--- src/hdl/host_bus_defs.svh ---
// Constants for the host bus cycle interface
`ifndef HOST_BUS_DEFS_SVH
`define HOST_BUS_DEFS_SVH
// Overview of operation
// - Master write drives address, size and write data after owning the bus.
// - Address strobe with burst request first, then data strobe.
// - Wait for termination, burst ack, fault, halt; burst only when acknowledged.
// - Fault together with stop/retry makes the device repeat the cycle.
// - Clean termination with more words pending restarts with new address and data.
// - Last acknowledged cycle drops owner and grant acknowledge.
// - Release floats control, address and data outputs.
// - Host presents slave access; device samples chip select on a later edge.
// - Burst inhibit asserted during every second-mode slave access.
// - Slave read waits three clocks then drives read data.
// - Slave write waits three clocks after host data before acknowledging.
// - Error-free slave access asserts target acknowledge after the waits.
// - Slave error asserts only transfer error and ends next edge.
// - Error-free slave waits for transfer ack, then drops acknowledge.
// - Slave read ends with data outputs floated.
// - Instruction fetch asserts instr_load_n before bus request.
// - Wait for grant with bus idle, then take busy and owner, drop request; the code does all three on grant alone, even with the bus busy.
// - Quick-arbitration bit drives busy as soon as grant arrives.
// - Interrupt during request: finish grant, release one clock later, raise interrupt.
// - Snoop enable set: request one to two clocks after snoop_ctrl0 rises; the code requests four to five clocks after, from idle.
// - Request follows instr_load_n by one to two clocks.
// - instr_load_n drops one to two clocks after busy rises; held over retries.
`define WAIT_STATES 2'd3
`define REQ_DELAY 1'b1
`define QUICK_ARB_BIT 1
`define SNOOP_EN_BIT 0
`define DATA_W 32
`define FIFO_DEPTH 8
`endif

--- src/hdl/host_bus_pkg.sv ---
// Types for the host bus cycle interface
package host_bus_pkg;
   typedef enum logic [8:0] {
      M_IDLE = 9'h001, M_REQ = 9'h002, M_WAITG = 9'h004, M_ADDR = 9'h008,
      M_STRB = 9'h010, M_DSTB = 9'h020, M_TERM = 9'h040, M_ABORT = 9'h080,
      M_REL = 9'h100
   } mst_e;
   typedef enum logic [4:0] {
      S_IDLE = 5'h01, S_WAIT = 5'h02, S_ACK = 5'h04, S_ERR = 5'h08, S_END = 5'h10
   } slv_e;
endpackage

--- src/hdl/host_bus_cycle_interface.sv ---
// Host bus master write, arbitration and slave access logic
`timescale 1ns/1ps
`include "host_bus_defs.svh"
module host_bus_cycle_interface #(
   parameter int DATA_W = `DATA_W,
   parameter int ADDR_W = 32,
   parameter int SLV_AW = 7,
   parameter int DEPTH = `FIFO_DEPTH
) (
   input wire logic sys_clk,
   input wire logic rstn,
   input wire logic wr_valid,
   output logic wr_ready,
   input wire logic [DATA_W-1:0] wr_data,
   input wire logic [ADDR_W-1:0] wr_addr,
   input wire logic [1:0] wr_size,
   input wire logic burst_enable,
   input wire logic fetch_req,
   input wire logic fetch_done,
   input wire logic fatal_error,
   input wire logic scsi_irq,
   output logic irq,
   input wire logic [7:0] dma_control_reg,
   input wire logic [7:0] test_reg_three,
   input wire logic snoop_ctrl0,
   input wire logic grant_bus_n,
   input wire logic busy_bus_n_i,
   output logic busy_bus_n_o,
   output logic busy_bus_n_oe,
   output logic req_bus_n,
   output logic owner_active_n,
   output logic grant_ack_n,
   output logic instr_load_n,
   output logic ctrl_oe,
   output logic addr_strobe_n,
   output logic data_strobe_n,
   output logic line_burst_request_n,
   input wire logic line_burst_ack_n,
   input wire logic sync_termination_n,
   input wire logic bus_fault_n,
   input wire logic stop_retry_n,
   output logic [ADDR_W-1:0] addr_o,
   output logic addr_oe,
   output logic [1:0] xfer_size,
   output logic [DATA_W-1:0] data_o,
   output logic data_oe,
   input wire logic [DATA_W-1:0] data_i,
   input wire logic chip_select_n,
   input wire logic transfer_start_n,
   input wire logic read_write_n,
   input wire logic [SLV_AW-1:0] slv_addr,
   input wire logic slv_error,
   input wire logic transfer_ack_n,
   output logic burst_inhibit_n,
   output logic target_ack_n,
   output logic transfer_error_n,
   output logic slv_oe,
   output logic [SLV_AW-1:0] reg_addr,
   output logic reg_wr,
   output logic [DATA_W-1:0] reg_wdata,
   input wire logic [DATA_W-1:0] reg_rdata
);
   // Pin synchronisers: first stage read only by second stage
   localparam int NS = 10;
   logic [NS-1:0] s1_q;
   logic [NS-1:0] s2_q;
   logic [DATA_W-1:0] d1_q;
   logic [DATA_W-1:0] d2_q;
   always_ff @(posedge sys_clk) begin
      s1_q <= {snoop_ctrl0, grant_bus_n, busy_bus_n_i, line_burst_ack_n,
               sync_termination_n, bus_fault_n, stop_retry_n, chip_select_n,
               transfer_start_n, transfer_ack_n};
      s2_q <= s1_q;
      d1_q <= data_i;
      d2_q <= d1_q;
   end
   logic snp_s, gnt_n_s, bb_n_s, line_burst_ack_n_n_s, sync_termination_n_n_s, bus_fault_n_n_s, halt_n_s;
   logic cs_n_s, ts_n_s, ta_n_s;
   assign {snp_s, gnt_n_s, bb_n_s, line_burst_ack_n_n_s, sync_termination_n_n_s, bus_fault_n_n_s, halt_n_s,
           cs_n_s, ts_n_s, ta_n_s} = s2_q;
   logic snp_d1_q;
   always_ff @(posedge sys_clk) begin
      snp_d1_q <= !rstn ? 1'b0 : snp_s;
   end

   // Outgoing write words buffered ahead of the master engine
   localparam int PW = DATA_W + ADDR_W + 2;
   logic f_valid;
   logic f_pop;
   logic [PW-1:0] f_data;
   word_fifo #(.WIDTH(PW), .DEPTH(DEPTH)) u_fifo (
      .clk(sys_clk),
      .rstn(rstn),
      .in_valid(wr_valid),
      .in_ready(wr_ready),
      .in_data({wr_data, wr_addr, wr_size}),
      .out_valid(f_valid),
      .out_ready(f_pop),
      .out_data(f_data)
   );

   // Master write and arbitration engine
   host_bus_pkg::mst_e m_q;
   logic dly_q;
   logic burst_q;
   logic want;
   logic snoop_trig;
   assign snoop_trig = test_reg_three[`SNOOP_EN_BIT] && snp_s && !snp_d1_q;
   assign want = f_valid || fetch_req || snoop_trig;
   logic term_ok;
   logic term_retry;
   logic term_fault;
   assign term_retry = !bus_fault_n_n_s && !halt_n_s;
   assign term_fault = !bus_fault_n_n_s && halt_n_s;
   assign term_ok = !sync_termination_n_n_s && bus_fault_n_n_s && halt_n_s;
   assign f_pop = (m_q == host_bus_pkg::M_TERM) && term_ok;
   // Occupancy mirror tells the engine whether the word on the bus is the last one
   localparam int OW = $clog2(DEPTH) + 1;
   logic [OW-1:0] occ_q;
   always_ff @(posedge sys_clk) begin
      if (!rstn) begin
         occ_q <= '0;
      end else begin
         occ_q <= occ_q + OW'(wr_valid && wr_ready) - OW'(f_pop);
      end
   end
   logic last_word;
   assign last_word = occ_q == OW'(1);
   host_bus_pkg::slv_e s_q;
   logic [1:0] s_cnt_q;
   logic s_rd_q;
   always_ff @(posedge sys_clk) begin
      if (!rstn) begin
         m_q <= host_bus_pkg::M_IDLE;
         dly_q <= 1'b0;
         burst_q <= 1'b0;
         irq <= 1'b0;
      end else begin
         irq <= 1'b0;
         case (m_q)
            host_bus_pkg::M_IDLE: begin
               dly_q <= 1'b0;
               if (want) begin
                  m_q <= host_bus_pkg::M_REQ;
               end
            end
            host_bus_pkg::M_REQ: begin
               dly_q <= `REQ_DELAY;
               if (dly_q) begin
                  m_q <= host_bus_pkg::M_WAITG;
               end
            end
            host_bus_pkg::M_WAITG: begin
               if (!gnt_n_s && (bb_n_s || dma_control_reg[`QUICK_ARB_BIT])) begin
                  m_q <= scsi_irq ? host_bus_pkg::M_ABORT : host_bus_pkg::M_ADDR;
               end
            end
            host_bus_pkg::M_ABORT: begin
               irq <= 1'b1;
               m_q <= host_bus_pkg::M_IDLE;
            end
            host_bus_pkg::M_ADDR: begin
               m_q <= f_valid ? host_bus_pkg::M_STRB : host_bus_pkg::M_REL;
            end
            host_bus_pkg::M_STRB: begin
               m_q <= host_bus_pkg::M_DSTB;
            end
            host_bus_pkg::M_DSTB: begin
               m_q <= host_bus_pkg::M_TERM;
            end
            host_bus_pkg::M_TERM: begin
               if (!line_burst_ack_n_n_s && burst_enable) begin
                  burst_q <= 1'b1;
               end
               if (term_retry) begin
                  m_q <= host_bus_pkg::M_ADDR;
               end else if (term_fault) begin
                  m_q <= host_bus_pkg::M_REL;
               end else if (term_ok) begin
                  if (burst_q && !last_word) begin
                     m_q <= host_bus_pkg::M_DSTB;
                  end else begin
                     m_q <= last_word ? host_bus_pkg::M_REL : host_bus_pkg::M_ADDR;
                     burst_q <= 1'b0;
                  end
               end
            end
            host_bus_pkg::M_REL: begin
               burst_q <= 1'b0;
               m_q <= host_bus_pkg::M_IDLE;
            end
            default: m_q <= host_bus_pkg::M_IDLE;
         endcase
      end
   end

   // Output registers
   logic own;
   assign own = (m_q == host_bus_pkg::M_ADDR) || (m_q == host_bus_pkg::M_STRB) ||
                (m_q == host_bus_pkg::M_DSTB) || (m_q == host_bus_pkg::M_TERM);
   always_ff @(posedge sys_clk) begin
      if (!rstn) begin
         req_bus_n <= 1'b1;
         owner_active_n <= 1'b1;
         grant_ack_n <= 1'b1;
         busy_bus_n_o <= 1'b1;
         busy_bus_n_oe <= 1'b0;
         ctrl_oe <= 1'b0;
      end else begin
         req_bus_n <= !((m_q == host_bus_pkg::M_REQ && dly_q) ||
                        (m_q == host_bus_pkg::M_WAITG && gnt_n_s));
         owner_active_n <= !(own || m_q == host_bus_pkg::M_ABORT && 1'b0 ||
                             (m_q == host_bus_pkg::M_WAITG && !gnt_n_s));
         grant_ack_n <= !(own || (m_q == host_bus_pkg::M_WAITG && !gnt_n_s));
         busy_bus_n_o <= !(own || (m_q == host_bus_pkg::M_WAITG && !gnt_n_s));
         busy_bus_n_oe <= own || (m_q == host_bus_pkg::M_WAITG && !gnt_n_s);
         ctrl_oe <= own;
      end
   end
   always_ff @(posedge sys_clk) begin
      if (!rstn) begin
         addr_strobe_n <= 1'b1;
         data_strobe_n <= 1'b1;
         line_burst_request_n <= 1'b1;
         addr_o <= '0;
         xfer_size <= '0;
         data_o <= '0;
         addr_oe <= 1'b0;
      end else begin
         if (m_q == host_bus_pkg::M_ADDR && f_valid) begin
            {data_o, addr_o, xfer_size} <= f_data;
         end else if (m_q == host_bus_pkg::M_DSTB && burst_q) begin
            {data_o, addr_o, xfer_size} <= f_data;
         end else if (s_q == host_bus_pkg::S_WAIT && s_rd_q && s_cnt_q == 2'd1) begin
            data_o <= reg_rdata;
         end
         addr_oe <= own && f_valid;
         if (m_q == host_bus_pkg::M_STRB) begin
            addr_strobe_n <= 1'b0;
            line_burst_request_n <= !burst_enable;
         end else if (m_q == host_bus_pkg::M_REL || m_q == host_bus_pkg::M_ADDR) begin
            addr_strobe_n <= 1'b1;
            line_burst_request_n <= 1'b1;
         end
         data_strobe_n <= !(m_q == host_bus_pkg::M_DSTB || m_q == host_bus_pkg::M_TERM &&
                            !(term_ok || term_retry || term_fault));
      end
   end

   // Instruction fetch indicator
   logic fetch_hold_q;
   logic bb_d1_q;
   always_ff @(posedge sys_clk) begin
      if (!rstn) begin
         instr_load_n <= 1'b1;
         fetch_hold_q <= 1'b0;
         bb_d1_q <= 1'b1;
      end else begin
         bb_d1_q <= bb_n_s;
         if (m_q == host_bus_pkg::M_IDLE && fetch_req) begin
            instr_load_n <= 1'b0;
            fetch_hold_q <= 1'b1;
         end else if (fetch_hold_q && (fetch_done || fatal_error)) begin
            fetch_hold_q <= 1'b0;
         end else if (!fetch_hold_q && bb_n_s && !bb_d1_q) begin
            instr_load_n <= 1'b1;
         end else if (!fetch_hold_q && m_q == host_bus_pkg::M_IDLE) begin
            instr_load_n <= 1'b1;
         end
      end
   end

   // Slave access engine
   always_ff @(posedge sys_clk) begin
      if (!rstn) begin
         s_q <= host_bus_pkg::S_IDLE;
         s_cnt_q <= '0;
         s_rd_q <= 1'b0;
         reg_addr <= '0;
         reg_wr <= 1'b0;
         reg_wdata <= '0;
      end else begin
         reg_wr <= 1'b0;
         case (s_q)
            host_bus_pkg::S_IDLE: begin
               if (!ts_n_s && !cs_n_s) begin
                  s_q <= host_bus_pkg::S_WAIT;
                  s_cnt_q <= `WAIT_STATES;
                  s_rd_q <= read_write_n;
                  reg_addr <= slv_addr;
               end
            end
            host_bus_pkg::S_WAIT: begin
               s_cnt_q <= s_cnt_q - 2'd1;
               if (s_cnt_q == 2'd1) begin
                  if (slv_error) begin
                     s_q <= host_bus_pkg::S_ERR;
                  end else begin
                     s_q <= host_bus_pkg::S_ACK;
                     reg_wr <= !s_rd_q;
                     reg_wdata <= d2_q;
                  end
               end
            end
            host_bus_pkg::S_ACK: begin
               if (!ta_n_s) begin
                  s_q <= host_bus_pkg::S_END;
               end
            end
            host_bus_pkg::S_ERR: s_q <= host_bus_pkg::S_END;
            host_bus_pkg::S_END: s_q <= host_bus_pkg::S_IDLE;
            default: s_q <= host_bus_pkg::S_IDLE;
         endcase
      end
   end
   always_ff @(posedge sys_clk) begin
      if (!rstn) begin
         burst_inhibit_n <= 1'b1;
         target_ack_n <= 1'b1;
         transfer_error_n <= 1'b1;
         slv_oe <= 1'b0;
         data_oe <= 1'b0;
      end else begin
         burst_inhibit_n <= !(s_q == host_bus_pkg::S_WAIT || s_q == host_bus_pkg::S_ACK ||
                              s_q == host_bus_pkg::S_ERR);
         target_ack_n <= !(s_q == host_bus_pkg::S_WAIT && s_cnt_q == 2'd1 && !slv_error ||
                           s_q == host_bus_pkg::S_ACK && ta_n_s);
         transfer_error_n <= !(s_q == host_bus_pkg::S_WAIT && s_cnt_q == 2'd1 &&
                               slv_error);
         slv_oe <= s_q != host_bus_pkg::S_IDLE && s_q != host_bus_pkg::S_END;
         data_oe <= (own && f_valid) ||
                    (s_rd_q && (s_q == host_bus_pkg::S_ACK ||
                     s_q == host_bus_pkg::S_WAIT && s_cnt_q == 2'd1));
      end
   end
endmodule

--- src/hdl/word_fifo.sv ---
// Small word FIFO with valid and ready on both sides
`timescale 1ns/1ps
module word_fifo #(
   parameter int WIDTH = 32,
   parameter int DEPTH = 8
) (
   input wire logic clk,
   input wire logic rstn,
   input wire logic in_valid,
   output logic in_ready,
   input wire logic [WIDTH-1:0] in_data,
   output logic out_valid,
   input wire logic out_ready,
   output logic [WIDTH-1:0] out_data
);
   localparam int AW = $clog2(DEPTH);
   logic [WIDTH-1:0] mem_q [DEPTH];
   logic [AW-1:0] wr_q;
   logic [AW-1:0] rd_q;
   logic [AW:0] cnt_q;
   logic push;
   logic pop;
   assign in_ready = cnt_q != (AW+1)'(DEPTH);
   assign out_valid = cnt_q != '0;
   assign push = in_valid && in_ready;
   assign pop = out_valid && out_ready;
   assign out_data = mem_q[rd_q];
   always_ff @(posedge clk) begin
      if (push) begin
         mem_q[wr_q] <= in_data;
      end
   end
   always_ff @(posedge clk) begin
      if (!rstn) begin
         wr_q <= '0;
         rd_q <= '0;
         cnt_q <= '0;
      end else begin
         if (push) begin
            wr_q <= (wr_q == AW'(DEPTH-1)) ? '0 : wr_q + 1'b1;
         end
         if (pop) begin
            rd_q <= (rd_q == AW'(DEPTH-1)) ? '0 : rd_q + 1'b1;
         end
         cnt_q <= cnt_q + (AW+1)'(push) - (AW+1)'(pop);
      end
   end
endmodule

--- config.mk ---
export PLATFORM = sky130hd
export DESIGN_NAME = host_bus_cycle_interface
export DESIGN_NICKNAME = d
export VERILOG_FILES = /design/src/hdl/host_bus_pkg.sv /design/src/hdl/host_bus_cycle_interface.sv /design/src/hdl/word_fifo.sv
export VERILOG_INCLUDE_DIRS = /design/src /design/src/hdl
export SDC_FILE = /design/constraint.sdc
export NUM_CORES = 1
export LEC_CHECK = 0
export BUFFER_PORTS_ARGS = -buffer_cell sky130_fd_sc_hd__buf_2
export CAP_MARGIN = 20
export CORE_ASPECT_RATIO = 1.1
export CORE_MARGIN = 3
export CORE_UTILIZATION = 50
export CTS_CLUSTER_DIAMETER = 150
export DETAILED_ROUTE_END_ITERATION = 12
export PLACE_DENSITY = 0.76
export RECOVER_POWER = 100
export SYNTH_ARGS = -nofsm -noshare
export SYNTH_HDL_FRONTEND = slang
export SYNTH_HIERARCHICAL = 1
export SYNTH_SLANG_ARGS = --single-unit
--- constraint.sdc ---
create_clock -name sys_clk -period 13.9 [get_ports sys_clk]
set_clock_uncertainty 0.15 [all_clocks]
set_input_delay 0 -clock sys_clk [delete_from_list [all_inputs] [get_ports sys_clk]]
set_output_delay 0 -clock sys_clk [all_outputs]
set_load 0.1 [all_outputs]
Word-level counts from Yosys, hierarchy flattened

Memory sizes are Yosys's and may differ from the RTL's. A register that Yosys moved wholly into a read port is not among the register bits.
Index checks and enable logic that the tools add are counted.

Register bits after elaboration: 241
Memory bits (writable): 528
Output and inout bits: 124
Word-level logic and storage cells: 214
Memories: 1

Add/sub/neg operators: 7
Equal/unequal tests: 28
Multiplexer cells: 48
Bitwise gates (word level): 4
Reduce and logical (&&, ||, !) cells: 88

Memories:

| memory       | words | bits a word | rd ports | clocked after Yosys merged registers in | wr ports | RTL line        | RTL |
|---|---|---|---|---|---|---|---|
| u_fifo.mem_q | 8     | 66          | 1        | 1                                       | 1        | word_fifo.sv:17 | `logic [WIDTH-1:0] mem_q [DEPTH];` |

Operators by type and width:

| cell               | count |
|---|---|
| $mux 32            | 5 |
| $mux 9             | 9 |
| $pmux 9 s7         | 1 |
| $logic_and 1x1->1  | 33 |
| $logic_not 1->1    | 21 |
| $pmux 5 s4         | 1 |
| $logic_or 1x1->1   | 18 |
| $mux 1             | 17 |
| $mux 5             | 3 |
| $mux 3             | 4 |
| $ne 2x2->1 const B | 6 |
| $reduce_bool 2->1  | 6 |
| $eq 9x1->1 const B | 1 |
| $eq 9x2->1 const B | 1 |
| $eq 9x3->1 const B | 1 |
| $eq 9x4->1 const B | 1 |
| $eq 9x5->1 const B | 1 |
| $eq 9x6->1 const B | 1 |
| $eq 9x7->1 const B | 1 |
| $eq 9x8->1 const B | 1 |
| $eq 9x9->1 const B | 1 |
| $add 4x1->4        | 2 |
| $mux 8             | 1 |
| $ne 4x4->1 const B | 2 |
| 24 further kinds   | 37 |

Depth between registers and ports, before layout

Depth after elaboration: 9
Gate-level depth with buffers: 13

Hierarchy

The synthesis kept the hierarchy.

By module, submodules not included:

| module                   | times used | cells an instance | area each (um2) | seq. area each (um2) |
|---|---|---|---|---|
| word_fifo                | 1          | 841               | 20493.4         | 16115.5 |
| host_bus_cycle_interface | 1          | 733               | 7643.6          | 4624.4 |

Worst setup path before layout

No wires, ideal clock.

Path kind: flip-flop to flip-flop
Start point: register u_fifo.cnt_q[2]
End point: memory u_fifo/mem_q[0][0] (netlist name) (enable)
Library setup time: 0.655 ns
Data arrival time: 7.762 ns
Required time: 13.095 ns
Slack: 5.332 ns
Stages on the path, launching flop included: 6
Path buffers: 0
Period minus slack after synthesis: 8.568 ns
Cell sequence: dfxtp_1 inv_1 ha_1 or3b_2 nand2_1 nor4_1

Cells in the longest elaborated chain, start to end: 4

Ends and longest elaborated chain:

| what                         | RTL line                       | RTL |
|---|---|---|
| from (decl)                  | word_fifo.sv:20                | `logic [AW:0] cnt_q;` |
| from (signal assigned)       | word_fifo.sv:45                | `cnt_q <= cnt_q + (AW+1)'(push) - (AW+1)'(pop);` |
| $ne 4x4->1                   | word_fifo.sv:23                | `assign in_ready = cnt_q != (AW+1)'(DEPTH);` |
| via wr_ready                 | host_bus_cycle_interface.sv:13 | `output logic wr_ready,` |
| $logic_and 1x1->1            | word_fifo.sv:25                | `assign push = in_valid && in_ready;` |
| $mux 1                       | word_fifo.sv:29                | `if (push) begin` |
| $mux 1 (not written as such) | word_fifo.sv:30                | `mem_q[wr_q] <= in_data;` |
| to (decl)                    | word_fifo.sv:17                |  |

The timed path passes the listed nets, and every way through them passes these cells.

Worst setup path after layout

Start point: input rstn
End point: register fetch_hold_q

RTL lines:

| what                 | RTL line                        | RTL |
|---|---|---|
| from (decl)          | host_bus_cycle_interface.sv:11  | `input wire logic rstn,` |
| to (signal assigned) | host_bus_cycle_interface.sv:256 | `fetch_hold_q <= 1'b0;` |
| to (signal assigned) | host_bus_cycle_interface.sv:262 | `fetch_hold_q <= 1'b1;` |
| to (signal assigned) | host_bus_cycle_interface.sv:264 | `fetch_hold_q <= 1'b0;` |
| to (decl)            | host_bus_cycle_interface.sv:251 | `logic fetch_hold_q;` |

No word-level cell between the ends.

==> results_dict.tcl <==
set metrics [dict create \
    outcome "complete, but fails checks" \
    violations "design-rule violations, max-capacitance violations, max-slew violations" \
    synth-async-reset-ratio_pct 0 \
    power.share.clock_pct 40.7 \
    core-area_um2 55290 \
    area_delta_synth_final_pct 22.95 \
    clock_path_buffers 3 \
    final_cells 2889 \
    place_area_um2 30290 \
    power.switching_uw 1143 \
    swShare_pct 22.42 \
    dieArea_um2 59160 \
    clock_latency_ns 0.62 \
    synth_ff_type "edfxtp_1" \
    syn_nets 1765 \
    synth_edf_count 528 \
    grt_usage_pct 21.87 \
    cts_buffers 76 \
    end_kind "flip-flop" \
    p_int_uw 3954 \
    cts_resized 0 \
    rrSetupSlack_ns 7.68 \
    drive_gt1_share_pct 20.20 \
    comb_power_share_pct 8.0 \
    num_io_pins 297 \
    cts_setup_buffers 0 \
    multi_input_area_um2 6805 \
    grt_pass1_vias 16740 \
    drt_pre_antenna_iters 9 \
    cts_sinks 772 \
    powerDensity_nw_per_um2 147.3 \
    crit_path_end "fetch_hold_q" \
    post-place-ws_ns 10.12 \
    critPathLaunch "rstn" \
    path_clk_slew_ns 0.07 \
    routed_wl_um 65270 \
    worstSetupPathType "in -> reg" \
    start_util_pct 50.89 \
    hpwl_um 33060 \
    ir_worst_vdd_mv 0.1086 \
    synth.avg_cell_area_um2 17.88 \
    maxSlewViolCount 706 \
    hold_class "in -> reg" \
    cp.arrival_ns 7.76 \
    ys.warnings.count 6 \
    postLayoutCellArea_um2 34590 \
    register_area_um2 20750 \
    drc 1 \
    min_period_ns 7.342 \
    numPortBuffers 282 \
    leakage_uw 0.01173 \
    netlist_instances 1574 \
    r2r_end "u_fifo/mem_q[3][32]" \
    vias_per_cell 5.519 \
    die_w_um 232.2 \
    grt_max_degree 79 \
    worst_slew_pin_slew_ns 3.147 \
    diodes 0 \
    max_cap_violations 19 \
    gp_congestion 0.8355 \
    startpoint_type "primary input" \
    reg2reg_depth 6 \
    h-tree-depth 3 \
    drt_iter0_markers 1203 \
    timing.final.ws_setup_ns 6.558 \
    cts_tree "yes" \
    synth.distinct_cells 56 \
    nFillCells 3811 \
    ys_seq_area_share_pct 73.71 \
    critPathMaxFanout 78 \
    grt_pass1_wl_um 98240 \
    timing.fmax_ghz 0.1362 \
    tns_ns 0 \
    routedWlPerCell_um 22.59 \
    setup_viol_count_final 0 \
    nets 2280 \
    cts_root_buffer "clkbuf_16" \
    slew_headroom_pct -110.6 \
    power.share.sequential_pct 51.3 \
    dp_cells 2533 \
    hold_viol_final 0 \
    antenna_left 0 \
    yosys_register_bits 772 \
    antenna_found_initial 1 \
    via_count 15940 \
    finalCritPeriodShare_pct 52.82 \
    grt-ovfl-total 0 \
    die_h_um 254.8 \
    rsz0062_at_grt "false" \
    rr_startpoint "u_fifo/cnt_q[2]" \
    required_ns 14.31 \
    syn_area_um2 28140 \
    num_rows 90 \
]
## power groups by stage
stage | Sequential, uW | Clock (uW) | Combinational (uW)
after floorplan | 2680 | 0 | 211
after global routing | 2620 | 2200 | 441
after detailed placement | 2650 | 0 | 356
after global placement | 2650 | 0 | 345
after CTS | 2610 | 2100 | 413
final | 2620 | 2070 | 408
## routing by layer
metal / GRT usage [%] / share of wire (%) / up-vias
met2: 36.86 / 50 / 624
met4: 7.632 / 2.8 / 2
met5: 0 / 0.011 / -
met3: 4.569 / 7.0 / 138
met1: 28.46 / 41 / 8073
li1: - / - / 7107
## cell usage in the layout (no fill, tap or decap), types with 4 or more instances in the layout
master	instances
edfxtp_1	528
dfxtp_1	241
clkbuf_1	220
dlygate4sd3_1	211
mux4_2	132
nand2_1	109
nor2_1	93
buf_2	91
clkbuf_16	81
mux2i_1	73
mux2_2	66
a21oi_1	48
a211oi_1	33
inv_1	21
nor3_1	18
ha_1	16
o21ai_0	13
clkinv_2	13
clkinv_1	10
clkbuf_8	10
buf_4	10
nand2b_1	8
nand3_1	7
and2_0	7
nand4_1	5
nor2b_1	4
xnor2_1	4
xor2_1	4
inv_6	4
bufinv_16	4
## cell usage after synthesis, types with 7 or more instances
library cell	n	share of area [%]
a211oi_1	15	0.40
a211oi_2	20	0.89
a21oi_1	48	0.85
and2_1	9	0.20
buf_2	19	0.34
buf_6	13	0.52
clkbuf_1	44	0.59
dfxtp_1	244	17
edfxtp_1	528	56
ha_1	16	0.71
inv_1	21	0.28
mux2_2	66	2.6
mux2i_1	73	2.6
mux4_2	132	11
nand2_1	109	1.5
nand2b_1	8	0.18
nand3_1	7	0.12
nor2_1	94	1.3
nor3_1	19	0.34
o21ai_0	13	0.23
## per-stage QoR
step                      total power [uW]  utilization [%]  hold slack (ns)
after floorplan                       2888                -          -0.1223
after global placement                2991            54.78         -0.04777
after detailed placement              3011            54.78         -0.04626
after CTS                             5122            63.25         0.002458
after global routing                  5270            62.57          0.09656
final                                 5097            62.57           0.1002
## how the worst min path moves through the flow
stage / startpoint / endpoint / cells after the start
global route: slv_addr[3] / reg_addr[3] / 4
detailed placement: data_i[30] / d1_q[30] / 1
finish: slv_addr[3] / reg_addr[3] / 4
global placement: data_i[20] / d1_q[20] / 1
floorplan: data_i[0] / d1_q[0] / 0
CTS: wr_addr[4] / u_fifo/mem_q[6][6] / 2
## cells by family after synthesis
family	after synthesis	synth area share, %
DFF	772	73.71
and+or+nand+nor	284	4.545
muxes	271	15.80
AOI/OAI and AO/OA	116	2.939
buffers and inverters	105	1.899
adders and majority gates	18	0.8538
xor gates and xnor gates	8	0.2490
## worst max-delay path: stages
cell and delay [ns]:
dlygate4sd3_1 0.55, clkbuf_1 1.31, clkinvlp_2 3.21, clkbuf_1 1.50
a21oi_1 0.43, dlygate4sd3_1 0.59
## cell type report
type / instances / area share (%)
clock buffer: 105 / 6.413
tap: 736 / 2.662
inverter: 21 / 0.2315
sequential: 772 / 59.99
multi-input combinational: 697 / 19.67
clock inverter: 37 / 1.013
timing repair buffer: 521 / 10.02
## sequential cells by signal, summed over array words and instances (netlist names), 7 cells and up, named ones only
name and count:
s1_q 10, d2_q 32, m_q 9, reg_wdata 32, u_fifo/mem_q 528, reg_addr 7, data_o 32, s2_q 10
d1_q 32, addr_o 32
## repair_timing
action                                 in CTS  in global routing
setup endpoints to repair                   0                  0
hold buffers                              211                  0
endpoints found under the hold margin     684                  0
No activity file was read; power rests on OpenSTA's default activity.
